===== src/rtl/pp_words_pkg.sv =====
// pp_words_pkg: bit positions, field layouts and carriers for the positioning
// process-word interpreter.
// assumes: one 125 MHz clock domain; words arrive already framed from the link layer.
package pp_words_pkg;

  // clock figures
  localparam int unsigned CLK_PERIOD_NS = 8; // sys_clk period

  // drive control word (process word 1) bit positions
  localparam int unsigned CW1_START = 0;       // start if enable present
  localparam int unsigned CW1_ESTOP = 2;       // activate emergency stop
  localparam int unsigned CW1_EXT_ERR = 3;     // raise external error
  localparam int unsigned CW1_ERR_CLR = 7;     // 0->1 clears pending error
  localparam int unsigned CW1_OUT_LSB = 12;    // bits 12..15 drive outputs 3..0

  // program control word (process word 2) bit positions
  localparam int unsigned CW2_FLAG_LSB = 0;    // bits 0..7 -> flag params 90..97
  localparam int unsigned CW2_AUTO = 8;        // 0 manual, 1 automatic
  localparam int unsigned CW2_TRIG = 9;        // 0->1 start program / reference run
  localparam int unsigned CW2_UPDATE = 10;     // 1 aborts program sequence
  localparam int unsigned CW2_FEED = 11;       // 1 interrupts positioning
  localparam int unsigned CW2_JOG_POS = 14;    // jog plus
  localparam int unsigned CW2_JOG_NEG = 15;    // jog minus

  // drive status word (process word 1) bit positions
  localparam int unsigned SW1_GEN_ERR = 0;
  localparam int unsigned SW1_ONE = 1;
  localparam int unsigned SW1_POS_REACHED = 2;
  localparam int unsigned SW1_REF_LIMIT = 3;
  localparam int unsigned SW1_POWER = 4;
  localparam int unsigned SW1_ZERO_SPEED = 5;
  localparam int unsigned SW1_ESTOP = 6;
  localparam int unsigned SW1_READY = 7;
  localparam int unsigned SW1_ENABLE = 8;
  localparam int unsigned SW1_OUT0 = 9;
  localparam int unsigned SW1_OUT1 = 10;
  localparam int unsigned SW1_IN_LSB = 11;     // bits 11..15 = inputs 4..0

  // program status word (process word 2) bit positions
  localparam int unsigned SW2_FLAG_LSB = 0;    // bits 0..7 <- flag params 80..87
  localparam int unsigned SW2_REF_DONE = 8;
  localparam int unsigned SW2_AUTO = 9;
  localparam int unsigned SW2_PROG = 10;
  localparam int unsigned SW2_FEED = 12;
  localparam int unsigned SW2_UPDATE = 13;
  localparam int unsigned SW2_SYNC = 14;
  localparam int unsigned SW2_LAG = 15;

  // output function selector code that hands an output to the bus
  localparam logic [3:0] OUTPUT_OPTION_TWO = 4'h2;

  // reset values
  localparam logic [15:0] CW_RESET = 16'h0000;
  localparam logic [31:0] VAR_RESET = 32'h0000_0000;

  // received cyclic words, one strobe per cycle of the bus
  typedef struct packed {
    logic [15:0] word1; // drive control word
    logic [15:0] word2; // program control word
    logic [15:0] word3; // variable high half
    logic [15:0] word4; // variable low half
  } rx_words_s;

  // state fed back by the motion and program engines
  typedef struct packed {
    logic gen_err;
    logic pos_reached;
    logic ref_limit;
    logic power_on;
    logic zero_speed;
    logic ready;
    logic ref_done;
    logic prog_active;
    logic sync_active;
    logic lag_limit;
    logic [7:0] flags_out; // flag params 80..87
  } engine_state_s;

  // decoded commands to the engines
  typedef struct packed {
    logic drive_enable;
    logic estop;
    logic ext_err;
    logic err_clear;   // pulse
    logic auto_mode;
    logic prog_start;  // pulse
    logic ref_start;   // pulse
    logic prog_abort;
    logic feed_hold;
    logic jog_pos;
    logic jog_neg;
    logic [7:0] flags_in; // flag params 90..97
  } drive_cmd_s;

  typedef enum logic [1:0] {
    LINK_IDLE = 2'b00, // no word yet received
    LINK_RUN = 2'b01   // words flowing
  } link_state_e;

endpackage : pp_words_pkg


===== src/rtl/pin_sync.sv =====
// pin_sync: two-flop synchroniser for a group of asynchronous pin levels.
// assumes: pins are slow levels, no bus coherency needed between bits.
`timescale 1ns/1ns
`default_nettype none
module pin_sync #(
  parameter int unsigned W = 6
) (
  input wire logic sys_clk,
  input wire logic rst,
  input wire logic [W-1:0] pin_async,
  output logic [W-1:0] pin_sync_q
);
  logic [W-1:0] meta_q; // first stage, read only by the second

  // two flops in series; the first never feeds logic
  always_ff @(posedge sys_clk) begin
    if (rst) begin
      meta_q <= '0;
      pin_sync_q <= '0;
    end else begin
      meta_q <= pin_async;
      pin_sync_q <= meta_q;
    end
  end
endmodule : pin_sync
`default_nettype wire


===== src/rtl/edge_detect.sv =====
// edge_detect: rising-edge finder between successive received words.
// assumes: word_valid marks a fresh cyclic word; edges counted once per word.
`timescale 1ns/1ns
`default_nettype none
module edge_detect #(
  parameter int unsigned W = 16
) (
  input wire logic sys_clk,
  input wire logic rst,
  input wire logic word_valid,
  input wire logic [W-1:0] word,
  output logic [W-1:0] rise
);
  logic [W-1:0] prev_q; // previous received word

  // a rise is a bit that was 0 in the last word and is 1 in this one
  assign rise = word_valid ? (word & ~prev_q) : '0;

  // remember the last accepted word only
  always_ff @(posedge sys_clk) begin
    if (rst) begin
      prev_q <= '0;
    end else if (word_valid) begin
      prev_q <= word;
    end
  end
endmodule : edge_detect
`default_nettype wire


===== src/rtl/pp_words.sv =====
// pp_words: interpreter for the cyclic process words of programmable positioning.
// assumes: link layer presents all four words with a one-cycle strobe;
// engines sit on sys_clk; pins come in asynchronously.
//
// Contract
// - start needs word1 bit0 and enable
// - bit2 emergency stop, bit3 external error
// - bit7 rising edge clears pending error
// - bits12..15 drive outputs 3..0 if option two
// - word2 bits0..7 set flags 90..97
// - word2 bit8 selects manual or automatic
// - bit9 rise in automatic starts program
// - bit9 rise in manual starts referencing
// - word2 bit10 high aborts program sequence
// - word2 bit11 high brakes to standstill
// - jog bits 14/15 only when bit0 low
// - no controlled operation without hardware enable; only bit0 start is gated, not jog or the bit9 start pulses
// - status1 error, constant one, power, ready
// - status1 reached, limit, zero speed, stop
// - status1 mirrors enable, outputs, inputs
// - status2 bits0..7 mirror flags 80..87
// - status2 bit8 reference point defined
// - status2 bit9 shows automatic mode
// - status2 bit10 shows program active
// - status2 bits12/13 feed hold, update
// - status2 bits14/15 sync, lag limit
// - words3/4 carry variable, high first
`timescale 1ns/1ns
`default_nettype none
module pp_words (
  input wire logic sys_clk,
  input wire logic rst,
  // received cyclic words from the link layer
  input wire logic rx_valid,
  input wire pp_words_pkg::rx_words_s rx_words,
  // returned cyclic words to the link layer
  output pp_words_pkg::rx_words_s tx_words,
  // variable 98 as written by the program engine
  input wire logic [31:0] var_from_prog,
  input wire logic var_from_prog_we,
  output logic [31:0] program_variable_slot,
  // engine status in, commands out
  input wire pp_words_pkg::engine_state_s engine_state,
  output pp_words_pkg::drive_cmd_s drive_cmd,
  // output function selectors, 4 bits each
  input wire logic [3:0] output0_function_select,
  input wire logic [3:0] output1_function_select,
  input wire logic [3:0] output2_function_select,
  input wire logic [3:0] output3_function_select,
  // outputs owned by other functions when not bus-controlled
  input wire logic [3:0] outputs_local,
  output logic [3:0] digital_outputs,
  // asynchronous pins
  input wire logic hardware_enable_input,
  input wire logic [4:0] digital_inputs
);
  import pp_words_pkg::*;

  logic [5:0] pins_sync;           // {inputs 4..0, enable} after two flops
  logic enable_s;                  // synchronised hardware enable
  logic [4:0] inputs_s;            // synchronised inputs 4..0
  logic [15:0] cw1_q;              // last drive control word
  logic [15:0] cw2_q;              // last program control word
  logic [15:0] rise1;              // edges on word1
  logic [15:0] rise2;              // edges on word2
  logic err_clear_q;               // error clear pulse
  logic prog_start_q;              // program start pulse
  logic ref_start_q;               // reference start pulse
  logic [31:0] var_q;              // program variable 98
  logic [3:0] out_q;               // registered digital outputs
  logic [15:0] sw1_d;              // status word 1 next
  logic [15:0] sw2_d;              // status word 2 next
  logic [15:0] sw1_q;
  logic [15:0] sw2_q;
  link_state_e link_q;             // whether any word has arrived
  logic [3:0] bus_owned;           // output i handed to the bus

  // selector test used for all four outputs
  function automatic logic sel_bus(input logic [3:0] sel);
    sel_bus = (sel == OUTPUT_OPTION_TWO);
  endfunction : sel_bus

  // pins cross into sys_clk before anything reads them
  pin_sync #(
    .W(6)
  ) u_pin_sync (
    .sys_clk(sys_clk),
    .rst(rst),
    .pin_async({digital_inputs, hardware_enable_input}),
    .pin_sync_q(pins_sync)
  );
  assign enable_s = pins_sync[0];
  assign inputs_s = pins_sync[5:1];

  // edge finders compare each new word with the previous one
  edge_detect #(
    .W(16)
  ) u_edge1 (
    .sys_clk(sys_clk),
    .rst(rst),
    .word_valid(rx_valid),
    .word(rx_words.word1),
    .rise(rise1)
  );
  edge_detect #(
    .W(16)
  ) u_edge2 (
    .sys_clk(sys_clk),
    .rst(rst),
    .word_valid(rx_valid),
    .word(rx_words.word2),
    .rise(rise2)
  );

  // link state: commands stay idle until the first word lands
  always_ff @(posedge sys_clk) begin
    if (rst) begin
      link_q <= LINK_IDLE;
    end else begin
      unique case (link_q)
        LINK_IDLE: if (rx_valid) link_q <= LINK_RUN;
        LINK_RUN: link_q <= LINK_RUN;
      endcase
    end
  end

  // latch control words; levels hold between bus cycles
  always_ff @(posedge sys_clk) begin
    if (rst) begin
      cw1_q <= CW_RESET;
      cw2_q <= CW_RESET;
    end else if (rx_valid) begin
      cw1_q <= rx_words.word1;
      cw2_q <= rx_words.word2;
    end
  end

  // one pulse per detected rising edge, not per level
  always_ff @(posedge sys_clk) begin
    if (rst) begin
      err_clear_q <= 1'b0;
      prog_start_q <= 1'b0;
      ref_start_q <= 1'b0;
    end else begin
      err_clear_q <= rise1[CW1_ERR_CLR];
      prog_start_q <= rise2[CW2_TRIG] & rx_words.word2[CW2_AUTO];
      ref_start_q <= rise2[CW2_TRIG] & ~rx_words.word2[CW2_AUTO];
    end
  end

  // variable 98: bus write wins over engine write in the same cycle
  always_ff @(posedge sys_clk) begin
    if (rst) begin
      var_q <= VAR_RESET;
    end else if (rx_valid) begin
      var_q <= {rx_words.word3, rx_words.word4};
    end else if (var_from_prog_we) begin
      var_q <= var_from_prog;
    end
  end
  assign program_variable_slot = var_q;

  // which outputs the bus owns
  assign bus_owned = {sel_bus(output3_function_select), sel_bus(output2_function_select),
                      sel_bus(output1_function_select), sel_bus(output0_function_select)};

  // outputs: word1 bit12->out3 .. bit15->out0 where selected
  always_ff @(posedge sys_clk) begin
    if (rst) begin
      out_q <= 4'h0;
    end else begin
      for (int i = 0; i < 4; i++) begin
        // bit index counts down as output number counts up
        out_q[i] <= bus_owned[i] ? cw1_q[CW1_OUT_LSB + 3 - i] : outputs_local[i];
      end
    end
  end
  assign digital_outputs = out_q;

  // decoded commands; all levels need a received word first
  always_comb begin
    drive_cmd = '0;
    if (link_q == LINK_RUN) begin
      // start only with hardware enable present
      drive_cmd.drive_enable = cw1_q[CW1_START] & enable_s;
      drive_cmd.estop = cw1_q[CW1_ESTOP];
      drive_cmd.ext_err = cw1_q[CW1_EXT_ERR];
      drive_cmd.auto_mode = cw2_q[CW2_AUTO];
      drive_cmd.prog_abort = cw2_q[CW2_UPDATE];
      drive_cmd.feed_hold = cw2_q[CW2_FEED];
      // jog only when start is off, and only in manual mode
      drive_cmd.jog_pos = cw2_q[CW2_JOG_POS] & ~cw1_q[CW1_START] & ~cw2_q[CW2_AUTO];
      drive_cmd.jog_neg = cw2_q[CW2_JOG_NEG] & ~cw1_q[CW1_START] & ~cw2_q[CW2_AUTO];
      drive_cmd.flags_in = cw2_q[CW2_FLAG_LSB +: 8];
    end
    drive_cmd.err_clear = err_clear_q;
    drive_cmd.prog_start = prog_start_q;
    drive_cmd.ref_start = ref_start_q;
  end

  // assemble status word 1
  always_comb begin
    sw1_d = 16'h0000;
    sw1_d[SW1_GEN_ERR] = engine_state.gen_err;
    sw1_d[SW1_ONE] = 1'b1;
    sw1_d[SW1_POS_REACHED] = engine_state.pos_reached;
    sw1_d[SW1_REF_LIMIT] = engine_state.ref_limit;
    // no power stage without hardware enable
    sw1_d[SW1_POWER] = engine_state.power_on & enable_s;
    sw1_d[SW1_ZERO_SPEED] = engine_state.zero_speed;
    sw1_d[SW1_ESTOP] = cw1_q[CW1_ESTOP];
    sw1_d[SW1_READY] = engine_state.ready;
    sw1_d[SW1_ENABLE] = enable_s;
    sw1_d[SW1_OUT0] = out_q[0];
    sw1_d[SW1_OUT1] = out_q[1];
    // inputs 4..0 sit on bits 11..15
    for (int i = 0; i < 5; i++) begin
      sw1_d[SW1_IN_LSB + i] = inputs_s[4 - i];
    end
  end

  // assemble status word 2
  always_comb begin
    sw2_d = 16'h0000;
    sw2_d[SW2_FLAG_LSB +: 8] = engine_state.flags_out;
    sw2_d[SW2_REF_DONE] = engine_state.ref_done;
    sw2_d[SW2_AUTO] = cw2_q[CW2_AUTO];
    sw2_d[SW2_PROG] = engine_state.prog_active;
    // 1 reads as set, so the control level is echoed
    sw2_d[SW2_FEED] = cw2_q[CW2_FEED];
    sw2_d[SW2_UPDATE] = cw2_q[CW2_UPDATE];
    sw2_d[SW2_SYNC] = engine_state.sync_active;
    sw2_d[SW2_LAG] = engine_state.lag_limit;
  end

  // register the status words so the link sees stable data
  always_ff @(posedge sys_clk) begin
    if (rst) begin
      sw1_q <= 16'h0000;
      sw2_q <= 16'h0000;
    end else begin
      sw1_q <= sw1_d;
      sw2_q <= sw2_d;
    end
  end

  // returned words; variable split high half first
  assign tx_words.word1 = sw1_q;
  assign tx_words.word2 = sw2_q;
  assign tx_words.word3 = var_q[31:16];
  assign tx_words.word4 = var_q[15:0];

endmodule : pp_words
`default_nettype wire


===== config.mk =====
export PLATFORM = sky130hd
export DESIGN_NAME = pp_words
export DESIGN_NICKNAME = d
export VERILOG_FILES = /design/src/rtl/pp_words_pkg.sv /design/src/rtl/pin_sync.sv /design/src/rtl/edge_detect.sv /design/src/rtl/pp_words.sv
export SDC_FILE = /design/constraint.sdc
export NUM_CORES = 1
export LEC_CHECK = 0
export ABC_CLOCK_PERIOD_IN_PS = 1150
export BUFFER_PORTS_ARGS = -buffer_cell sky130_fd_sc_hd__buf_4
export CAP_MARGIN = 20
export CORE_UTILIZATION = 39
export CTS_CLUSTER_SIZE = 40
export DETAILED_ROUTE_END_ITERATION = 8
export HOLD_SLACK_MARGIN = 0.02
export PLACE_DENSITY = 0.78
export SLEW_MARGIN = 20
export SYNTH_ARGS = -nofsm -noshare
export SYNTH_HDL_FRONTEND = slang
export SYNTH_SLANG_ARGS = --single-unit

===== constraint.sdc =====
create_clock -name sys_clk -period 1.15 [get_ports sys_clk]
set_clock_uncertainty 0.1 [all_clocks]
set_input_delay 0.345 -clock sys_clk [delete_from_list [all_inputs] [get_ports sys_clk]]
set_output_delay 0.345 -clock sys_clk [all_outputs]
set_load 0.1 [all_outputs]

### Word level (Yosys, flattened, before mapping)

Cells that the tools add are included.

| storage, ports and cells | value |
|---|---|
| register bits | 117 |
| bits of input ports | 144 |
| output and inout bits | 119 |
| word-level logic and storage cells | 52 |

| operators by class | value |
|---|---|
| equality and inequality tests | 6 |
| muxes and demuxes | 13 |
| bitwise operators | 16 |
| reduce and logical (&&, ||, !) cells | 3 |

Operators with widths:

| kind | number |
|---|---|
| two-way mux 32 bit | 2 |
| equality test 4 x 2 -> 1 bit, second input constant | 4 |
| two-way mux 12 bit | 1 |
| bitwise AND 10 bit | 1 |
| two-way mux 10 bit | 1 |
| inverter 10 bit | 1 |
| bitwise AND 1 bit | 8 |
| bitwise AND 8 bit | 1 |
| inverter 8 bit | 1 |
| two-way mux 1 bit | 5 |
| two-way mux 2 bit | 2 |
| inverter 1 bit | 4 |
| one-hot mux 2 bit (2 select lines) | 1 |
| two-way mux 3 bit | 1 |
| equality test 2 x 1 -> 1 bit, second input constant | 1 |
| logical NOT 2 bit | 1 |
| != test 2 bit, second input constant | 1 |
| nonzero test 2 bit | 1 |
| OR reduction 2 bit | 1 |

### Depth between registers and ports, before layout

Gate-level depths: netlist (run 1).

| depth | value |
|---|---|
| word-level depth | 4 |
| gate-level depth with buffers | 4 |

### Cells and area by module

From an unflattened synthesis (run 1), not the netlist that was laid out.

| unflattened totals | value |
|---|---|
| cell total of the unflattened synthesis | 526 |
| area total of the unflattened synthesis | 5,630.4 µm² |

By module, submodules not included:

| module | instances | cells an instance | area each (µm²) | sequential area each (µm²) |
|---|---|---|---|---|
| pp_words | 1 | 359 | 3,782.4 | 1,821.7 |
| edge_detect | 2 | 71 | 740.7 | 320.3 |
| pin_sync | 1 | 25 | 366.6 | 240.2 |

### Least setup slack after synthesis (run 1)

Ideal clock, no wire load.

| timing | value |
|---|---|
| kind | flip-flop to output port |
| start point | register link_q[0] |
| end point | output drive_cmd[8] (netlist bit) |
| arrival time | 3.316 ns |
| path slack | -2.611 ns |
| cell stages (with the launch flop) | 2 |
| path through | dfxtp_1 > nor4bb_1 |

RTL lines:

| what | line | source |
|---|---|---|
| start: declaration | pp_words.sv:75 | `link_state_e link_q;` |
| start signal: assignment | pp_words.sv:118 | `link_q <= LINK_IDLE;` |
| start signal: assignment | pp_words.sv:121 | `LINK_IDLE: if (rx_valid) link_q <= LINK_RUN;` |
| start signal: assignment | pp_words.sv:122 | `LINK_RUN: link_q <= LINK_RUN;` |
| end: declaration | pp_words.sv:44 | `output pp_words_pkg::drive_cmd_s drive_cmd,` |

==> run summary, run 1 <==
Status - finished with violations
Failing checks - negative setup slack
Static leakage - 3.53 nW
CP max-delay cell - dfxtp_4
Initial antenna violation count - 0
Via/cell ratio - 4.86
Iter 0 DRT Violations - 123
Slew Limit Fails - 0
Mux cell area share after synthesis - 13.6%
Xor/xnor share of the synthesized area - 0%
Worst setup SP type - flop
Starting Density - 40.5%
Post-layout util - 77.4%
Pre-antenna DRT Iters - 4
Setup Viol. Count Final - 118
Final Hold Fails - 0
Worst vdd ir - 661 µV
GR Util All Layers - 25.0%
Buf+Inv Stages, Crit Path - 1
Synthesized area per cell - 10.7 µm²
Final critical-path share of the clock period - 155%
Fmax - 0.563 GHz
TritonCTS Buffers - 9
Nets in the synthesized netlist - 537
Simple-Gate Fraction of Synth Area - 18.5%
I/O pin cnt - 263
Stages on worst setup path - 2
Fin crit period - 1780 ps
Vias - 3703
Crit path capture - drive_cmd[9]
CP Class - flop to output pin
Post-synth top area share - 50.1%
Max Cap Violations - 0
CTS Root Buffer Type - clkbuf_8
RSZ-0062 raised after global routing - true
R2r setup slk - 10 ps
Grt ovf - 0
Die ar. - 11200 µm²
Detailed placer's ending HPWL - 8520 µm
Clock transition at the registers of the reported paths - 110 ps
Vert. Die Dim - 106 µm
Crit-path cells - nor4bb_4, buf_6
Area grow syn2layout - 91.2%
# H-tree levels - 3
FP Rows - 37
Clock buffer depth - 2
CORE AREA - 10400 µm²
CTS tree - done
Reg2reg start - link_q[0]
Flops & latches, synth - 105
Layout cells sized above 1 - 62.6%
Vias in the first global route - 4052
Adder-Cell Fraction of Synth Area - 0%
Crit-path max FO - 3
Critical Path Sink Type - output pin
Placed cell area - 6250 µm²
Clk Latency, worst-skew pair - 350 ps
First-pass GRT wire length - 21500 µm
Final ANT Viol Nets - 0
Yosys cell types - 23
Type of the tightest min-delay check - input port to flop
Crit path DAT - 1330 ps
Reg2Reg Capture Point - link_q[0]
Data required, critical path - 700 ps
Worst setup margin - -628 ps
Residual DRC count - 0
Design Area, Final - 8020 µm²
DIE WIDTH - 106 µm
CTS Sinks - 105
Hold-fix buffer count after cts - 0
Largest family of logic cells by synthesized area - simple AND/OR/NAND/NOR gates
Worst r2r path cells - 6
Largest net degree at the start of global routing - 29
Post-Syn Instances - 393
Register area share after synthesis - 50.1%
Port bufs - 251
Per-cell routed wire length - 18.6 µm
WL final - 14200 µm
Synth top area cells - dfxtp_1, mux2i_1, nor2b_1
Complex-gate fraction of the synthesized area - 6.08%
Ys Warns - 0
Total Power - 10.2 mW
Routability Congestion - 0.826
Critical path's largest stage delay - 380 ps
Cell Pwr Density - 1280 nW/µm²
Antenna diode count - 0
Crit path launch - u_edge2.prev_q[8]
Crit path max-delay family - flip-flops
Syn Std Cell Area - 4200 µm²
Final Net Count - 765
Post-synth top area cell - dfxtp_1
registers in the layout, summed over array words and instances, names as in the netlist, 4 cells and up:
| name | flops |
|---|---|
| digital_outputs | 4 |
| program_variable_slot | 32 |
| sw1_q | 16 |
| sw2_q | 15 |
| u_edge1.prev_q | 8 |
| u_edge2.prev_q | 14 |
| u_pin_sync.meta_q | 6 |
| u_pin_sync.pin_sync_q | 6 |
metrics by stage:
step / hold slack, ps / setup slack (ps) / std cells / setup TNS [ps]
2_1_floorplan: 300 / -753 / 393 / -4300
3_3_place_gp: 311 / -291 / 737 / -5480
3_5_place_dp: 323 / -333 / 737 / -7120
4_1_cts: 42.4 / -654 / 760 / -31800
5_1_grt: 43.4 / -700 / 762 / -34260
6_report: 57.3 / -628 / 762 / -29800
synthesized netlist by cell type, drive strengths merged:
library cell    n
nor4            1
and2           14
clkbuf          7
nor2           23
and3            1
nor4b           5
nand2           1
nand2b         10
buf            57
a211oi         32
nor3            1
dfxtp         105
inv             2
conb            1
nor2b          73
mux2i          57
a21oi           1
nor4bb          2
logic make-up (layout without fill, tap and decap cells):
logic type / count (synthesis) / in the layout
AND/OR/NAND/NOR: 131 / 131
flip-flops: 105 / 105
buffers and inverters: 66 / 299
multiplexers: 57 / 57
AO/OA/AOI/OAI: 33 / 33
other: 1 / 1
routing by layer:
| layer | share of wire, % | vias to the layer above | track usage (%) |
|---|---|---|---|
| met2 | 55 | 160 | 48.4 |
| li1 | - | 1723 | - |
| met5 | 0 | - | 0 |
| met1 | 35 | 1775 | 24.9 |
| met3 | 5.6 | 45 | 5.26 |
| met4 | 4.3 | 0 | 12.7 |
report_power, final:
group / internal, mW / switching, mW
combinational: 1.54 / 2.33
clock: 0.946 / 1.31
sequential: 3.85 / 0.264
total: 6.34 / 3.90
layout by cell type (no fill, tap or decap), types with 2 or more instances in the layout:
master / n
and2_4: 13
dfxtp_4: 34
buf_12: 123
inv_6: 2
nor4bb_4: 2
dfxtp_1: 31
buf_4: 149
clkbuf_8: 11
nor2b_1: 73
nor2_1: 22
a211oi_2: 3
buf_6: 9
nor4b_1: 5
a211oi_1: 29
nand2b_1: 10
mux2i_1: 57
dfxtp_2: 40
final cells by class:
cell class | instances | area [µm²]
inverter | 2 | 7.51
clock inverter | 5 | 43.8
timing repair buffer | 281 | 3680
multi-input combinational | 222 | 1690
fill | 584 | 2350
sequential | 105 | 2280
tap | 136 | 170
clock buffer | 11 | 151
worst min path at each step:
stage	start	to	slack, ps	cells past startpoint
finish	rx_words[40]	ref_start_q	60	2
global route	rx_words[40]	ref_start_q	40	2
CTS	rx_words[40]	ref_start_q	40	2
detailed placement	u_pin_sync.pin_sync_q[1]	sw1_q[15]	320	1
global placement	u_edge1.prev_q[7]	err_clear_q	310	1
floorplan	u_edge1.prev_q[7]	err_clear_q	300	1
timing repair:
| action | in CTS | in global routing |
|---|---|---|
| pin swaps | 3 | 1 |
| setup buffers | 6 | 2 |
| hold endpoints to repair | 0 | 0 |
| cloned | 1 | 0 |
| gates resized for setup | 364 | 6 |
| endpoints found under the setup margin | 118 | 119 |
No activity file was read; power rests on OpenSTA's default activity.
==> inputs of run 2 (changes only) <==
- ABC_AREA: default -> 1
- CAP_MARGIN: 20 -> 0
==> run summary, run 2 <==
Starting Density - 40.7% (+0.26 points)
Largest register FFs - 32 (unchanged)
Iter 0 DRT Violations - 385 (+210%)
Met1 wire length - 5730 µm (+17%)
Static leakage - 4.00 nW (+13%)
Slew Limit Fails - 0 (unchanged)
Most frequent cells in the layout - buf_4, buf_12, nand2_1
Met2 WL post-DR - 8450 µm (+7.7%)
Clk Latency, worst-skew pair - 360 ps (about the same)
Largest net degree at the start of global routing - 47 (+62%)
Failing checks - negative setup slack
Setup Viol. Count Final - 118 (unchanged)
RSZ-0062 raised after global routing - true
Critical Path Sink Type - output pin
Worst hold start - digital_inputs[2]
Cell Pwr Density - 1250 nW/µm² (-2.3%)
Synth top area cells - dfxtp_1, nand2_1, inv_1
FP Rows - 37 (unchanged)
Final ANT Viol Nets - 0 (unchanged)
Ys async rst share - 0% (unchanged)
Finished Layout Cells - 939 (+23%)
Data required, critical path - 700 ps (about the same)
First-pass GRT wire length - 25100 µm (+17%)
Port bufs - 251 (unchanged)
Detailed placer's ending HPWL - 9050 µm (+6.2%)
Crit-path max FO - 3 (unchanged)
Post-synth top area cell - dfxtp_1
Crit path DAT - 1270 ps (-60 ps)
Fin crit period - 1720 ps (-59.4 ps)
Ys Warns - 0 (unchanged)
Final Net Count - 943 (+23%)
Fmax - 0.582 GHz (+3.5%)
# H-tree levels - 3 (unchanged)
CTS Sinks - 105 (unchanged)
Syn Std Cell Area - 4240 µm² (+1.1%)
Worst vdd ir - 948 µV (+44%)
Top Layer Used - met4
Most common cell in the netlist - nand2_1
Most instantiated cells after synthesis - nand2_1, dfxtp_1, inv_1
Pre-antenna DRT Iters - 7 (+3)
Layout cells sized above 1 - 49.6% (-13 points)
Setup_tns - -29860 ps (-62.3 ps)
Status - finished with violations
Final critical-path share of the clock period - 149% (-5.2 points)
Via/cell ratio - 4.93 (+1.4%)
TritonCTS Buffers - 9 (unchanged)
Nets in the synthesized netlist - 725 (+35%)
Clock buffer depth - 2 (unchanged)
Per-cell routed wire length - 17.4 µm (-6.5%)
Vias in the first global route - 4810 (+19%)
I/O pin cnt - 263 (unchanged)
Final Hold Fails - 0 (unchanged)
Synthesized area per cell - 7.30 µm² (-32%)
CTS tree - done
Initial antenna violation count - 0 (unchanged)
Post-synth EDFFs - 0 (unchanged)
Area grow syn2layout - 92.3%
R2r setup slk - 130 ps (+120 ps)
Flops & latches, synth - 105 (unchanged)
Routability Congestion - 0.836 (+1.3%)
Clock transition at the registers of the reported paths - 100 ps (about the same)
Most common cell after layout, fill and taps aside - buf_4
GR Util All Layers - 28.6% (+3.5 points)
Register area share after synthesis - 49.5% (-0.55 points)
Grt ovf - 0 (unchanged)
Antenna diode count - 0 (unchanged)
Total Power - 10.2 mW (-0.62%)
CP Class - flop to output pin
Vert. Die Dim - 106 µm (+0.54%)
Yosys cell types - 15 (-35%)
Type of the tightest min-delay check - input port to flop
Worst setup SP type - flop
DIE WIDTH - 106 µm (+0.54%)
CTS Root Buffer Type - clkbuf_8
Vias - 4628 (+25%)
Die ar. - 11300 µm² (+1.1%)
Reg2reg start - link_q[0]
Post-synth top area share - 49.5% (-0.55 points)
WL final - 16300 µm (+15%)
CORE AREA - 10400 µm² (+0.45%)
Worst setup margin - -568 ps (+59.4 ps)
Post-Syn Instances - 581 (+48%)
Met3 wire len - 1530 µm (+94%)
Residual DRC count - 0 (unchanged)
Placed Cells - 920 (+25%)
Max Cap Violations - 0 (unchanged)
Primary FF master, synth - dfxtp_1
Crit path launch - link_q[0]
Post-layout util - 78.3% (+0.97 points)
-- run 2: cell types whose count changed after synthesis, moves of 14 or more --
cell      delta
o21ai_0     +20
nand3_1     +69
mux2i_1     -57
inv_1       +99
nor2b_1     -73
nand2_1    +118
and2_1      -14
a21oi_1     +17
a211oi_1    -30
nor2_1      +54
-- run 2: layout make-up --
class / instances / area (µm²)
flip-flops and latches: 105 / 2280
clock buffers: 11 / 174
clock inverters: 4 / 31.3
fillers: 600 / 2260
well taps: 136 / 170
repair buffers: 275 / 3660
inverters: 101 / 430
multi-input cells: 307 / 1420
-- run 2: worst max-delay path, cell delays in order, from the launching register on --
cell and delay, ps:
dfxtp_4 390, buf_6 130, inv_4 40, nor3_4 150, buf_12 200
-- run 2: logic make-up (layout without fill, tap and decap cells) --
| logic type | after synthesis | in the layout | synth area share, % |
|---|---|---|---|
| DFF | 105 | 105 | 49.5 |
| other | 1 | 1 | 0.0884 |
| and+or+nand+nor | 268 | 268 | 26.2 |
| AOI/OAI and AO/OA | 38 | 38 | 4.48 |
| buffers and inverters | 169 | 391 | 19.7 |
-- run 2: stage by stage --
stage          setup WS [ps]  hold WS [ps]  instance area [µm²]
3_3_place_gp            -292           285                 6420
6_report                -568          81.9                 8160
2_1_floorplan           -443           281                 4980
4_1_cts                 -579          67.5                 8130
3_5_place_dp            -300           291                 6420
5_1_grt                 -626          62.3                 8160
-- run 2: path summary, 6_finish.rpt --
check	to	depth (start not counted)
hold reg to reg	sw1_q[11]	2
hold / removal	u_pin_sync.meta_q[3]	3
setup / recovery	drive_cmd[18]	4
setup reg to reg	link_q[0]	4
-- run 2: repair_timing --
| action | CTS | global route |
|---|---|---|
| hold buffers | 1 | 0 |
| endpoints found under the hold margin | 1 | 0 |
| resized for setup | 366 | 1 |
| buffers inserted | 0 | 3 |
| endpoints found under the setup margin | 118 | 118 |
-- run 2: layer usage --
layer,up-vias,GRT usage [%]
li1,2130,-
met1,2168,29.9
met2,279,52.2
met3,51,9.44
met4,0,11.5
met5,-,0
-- run 2: where the power goes --
| group | internal, mW | switching [mW] | total [mW] |
|---|---|---|---|
| logic | 1.41 | 2.35 | 3.77 |
| registers | 3.84 | 0.252 | 4.09 |
| clock network | 1.06 | 1.26 | 2.32 |
| total | 6.31 | 3.87 | 10.2 |
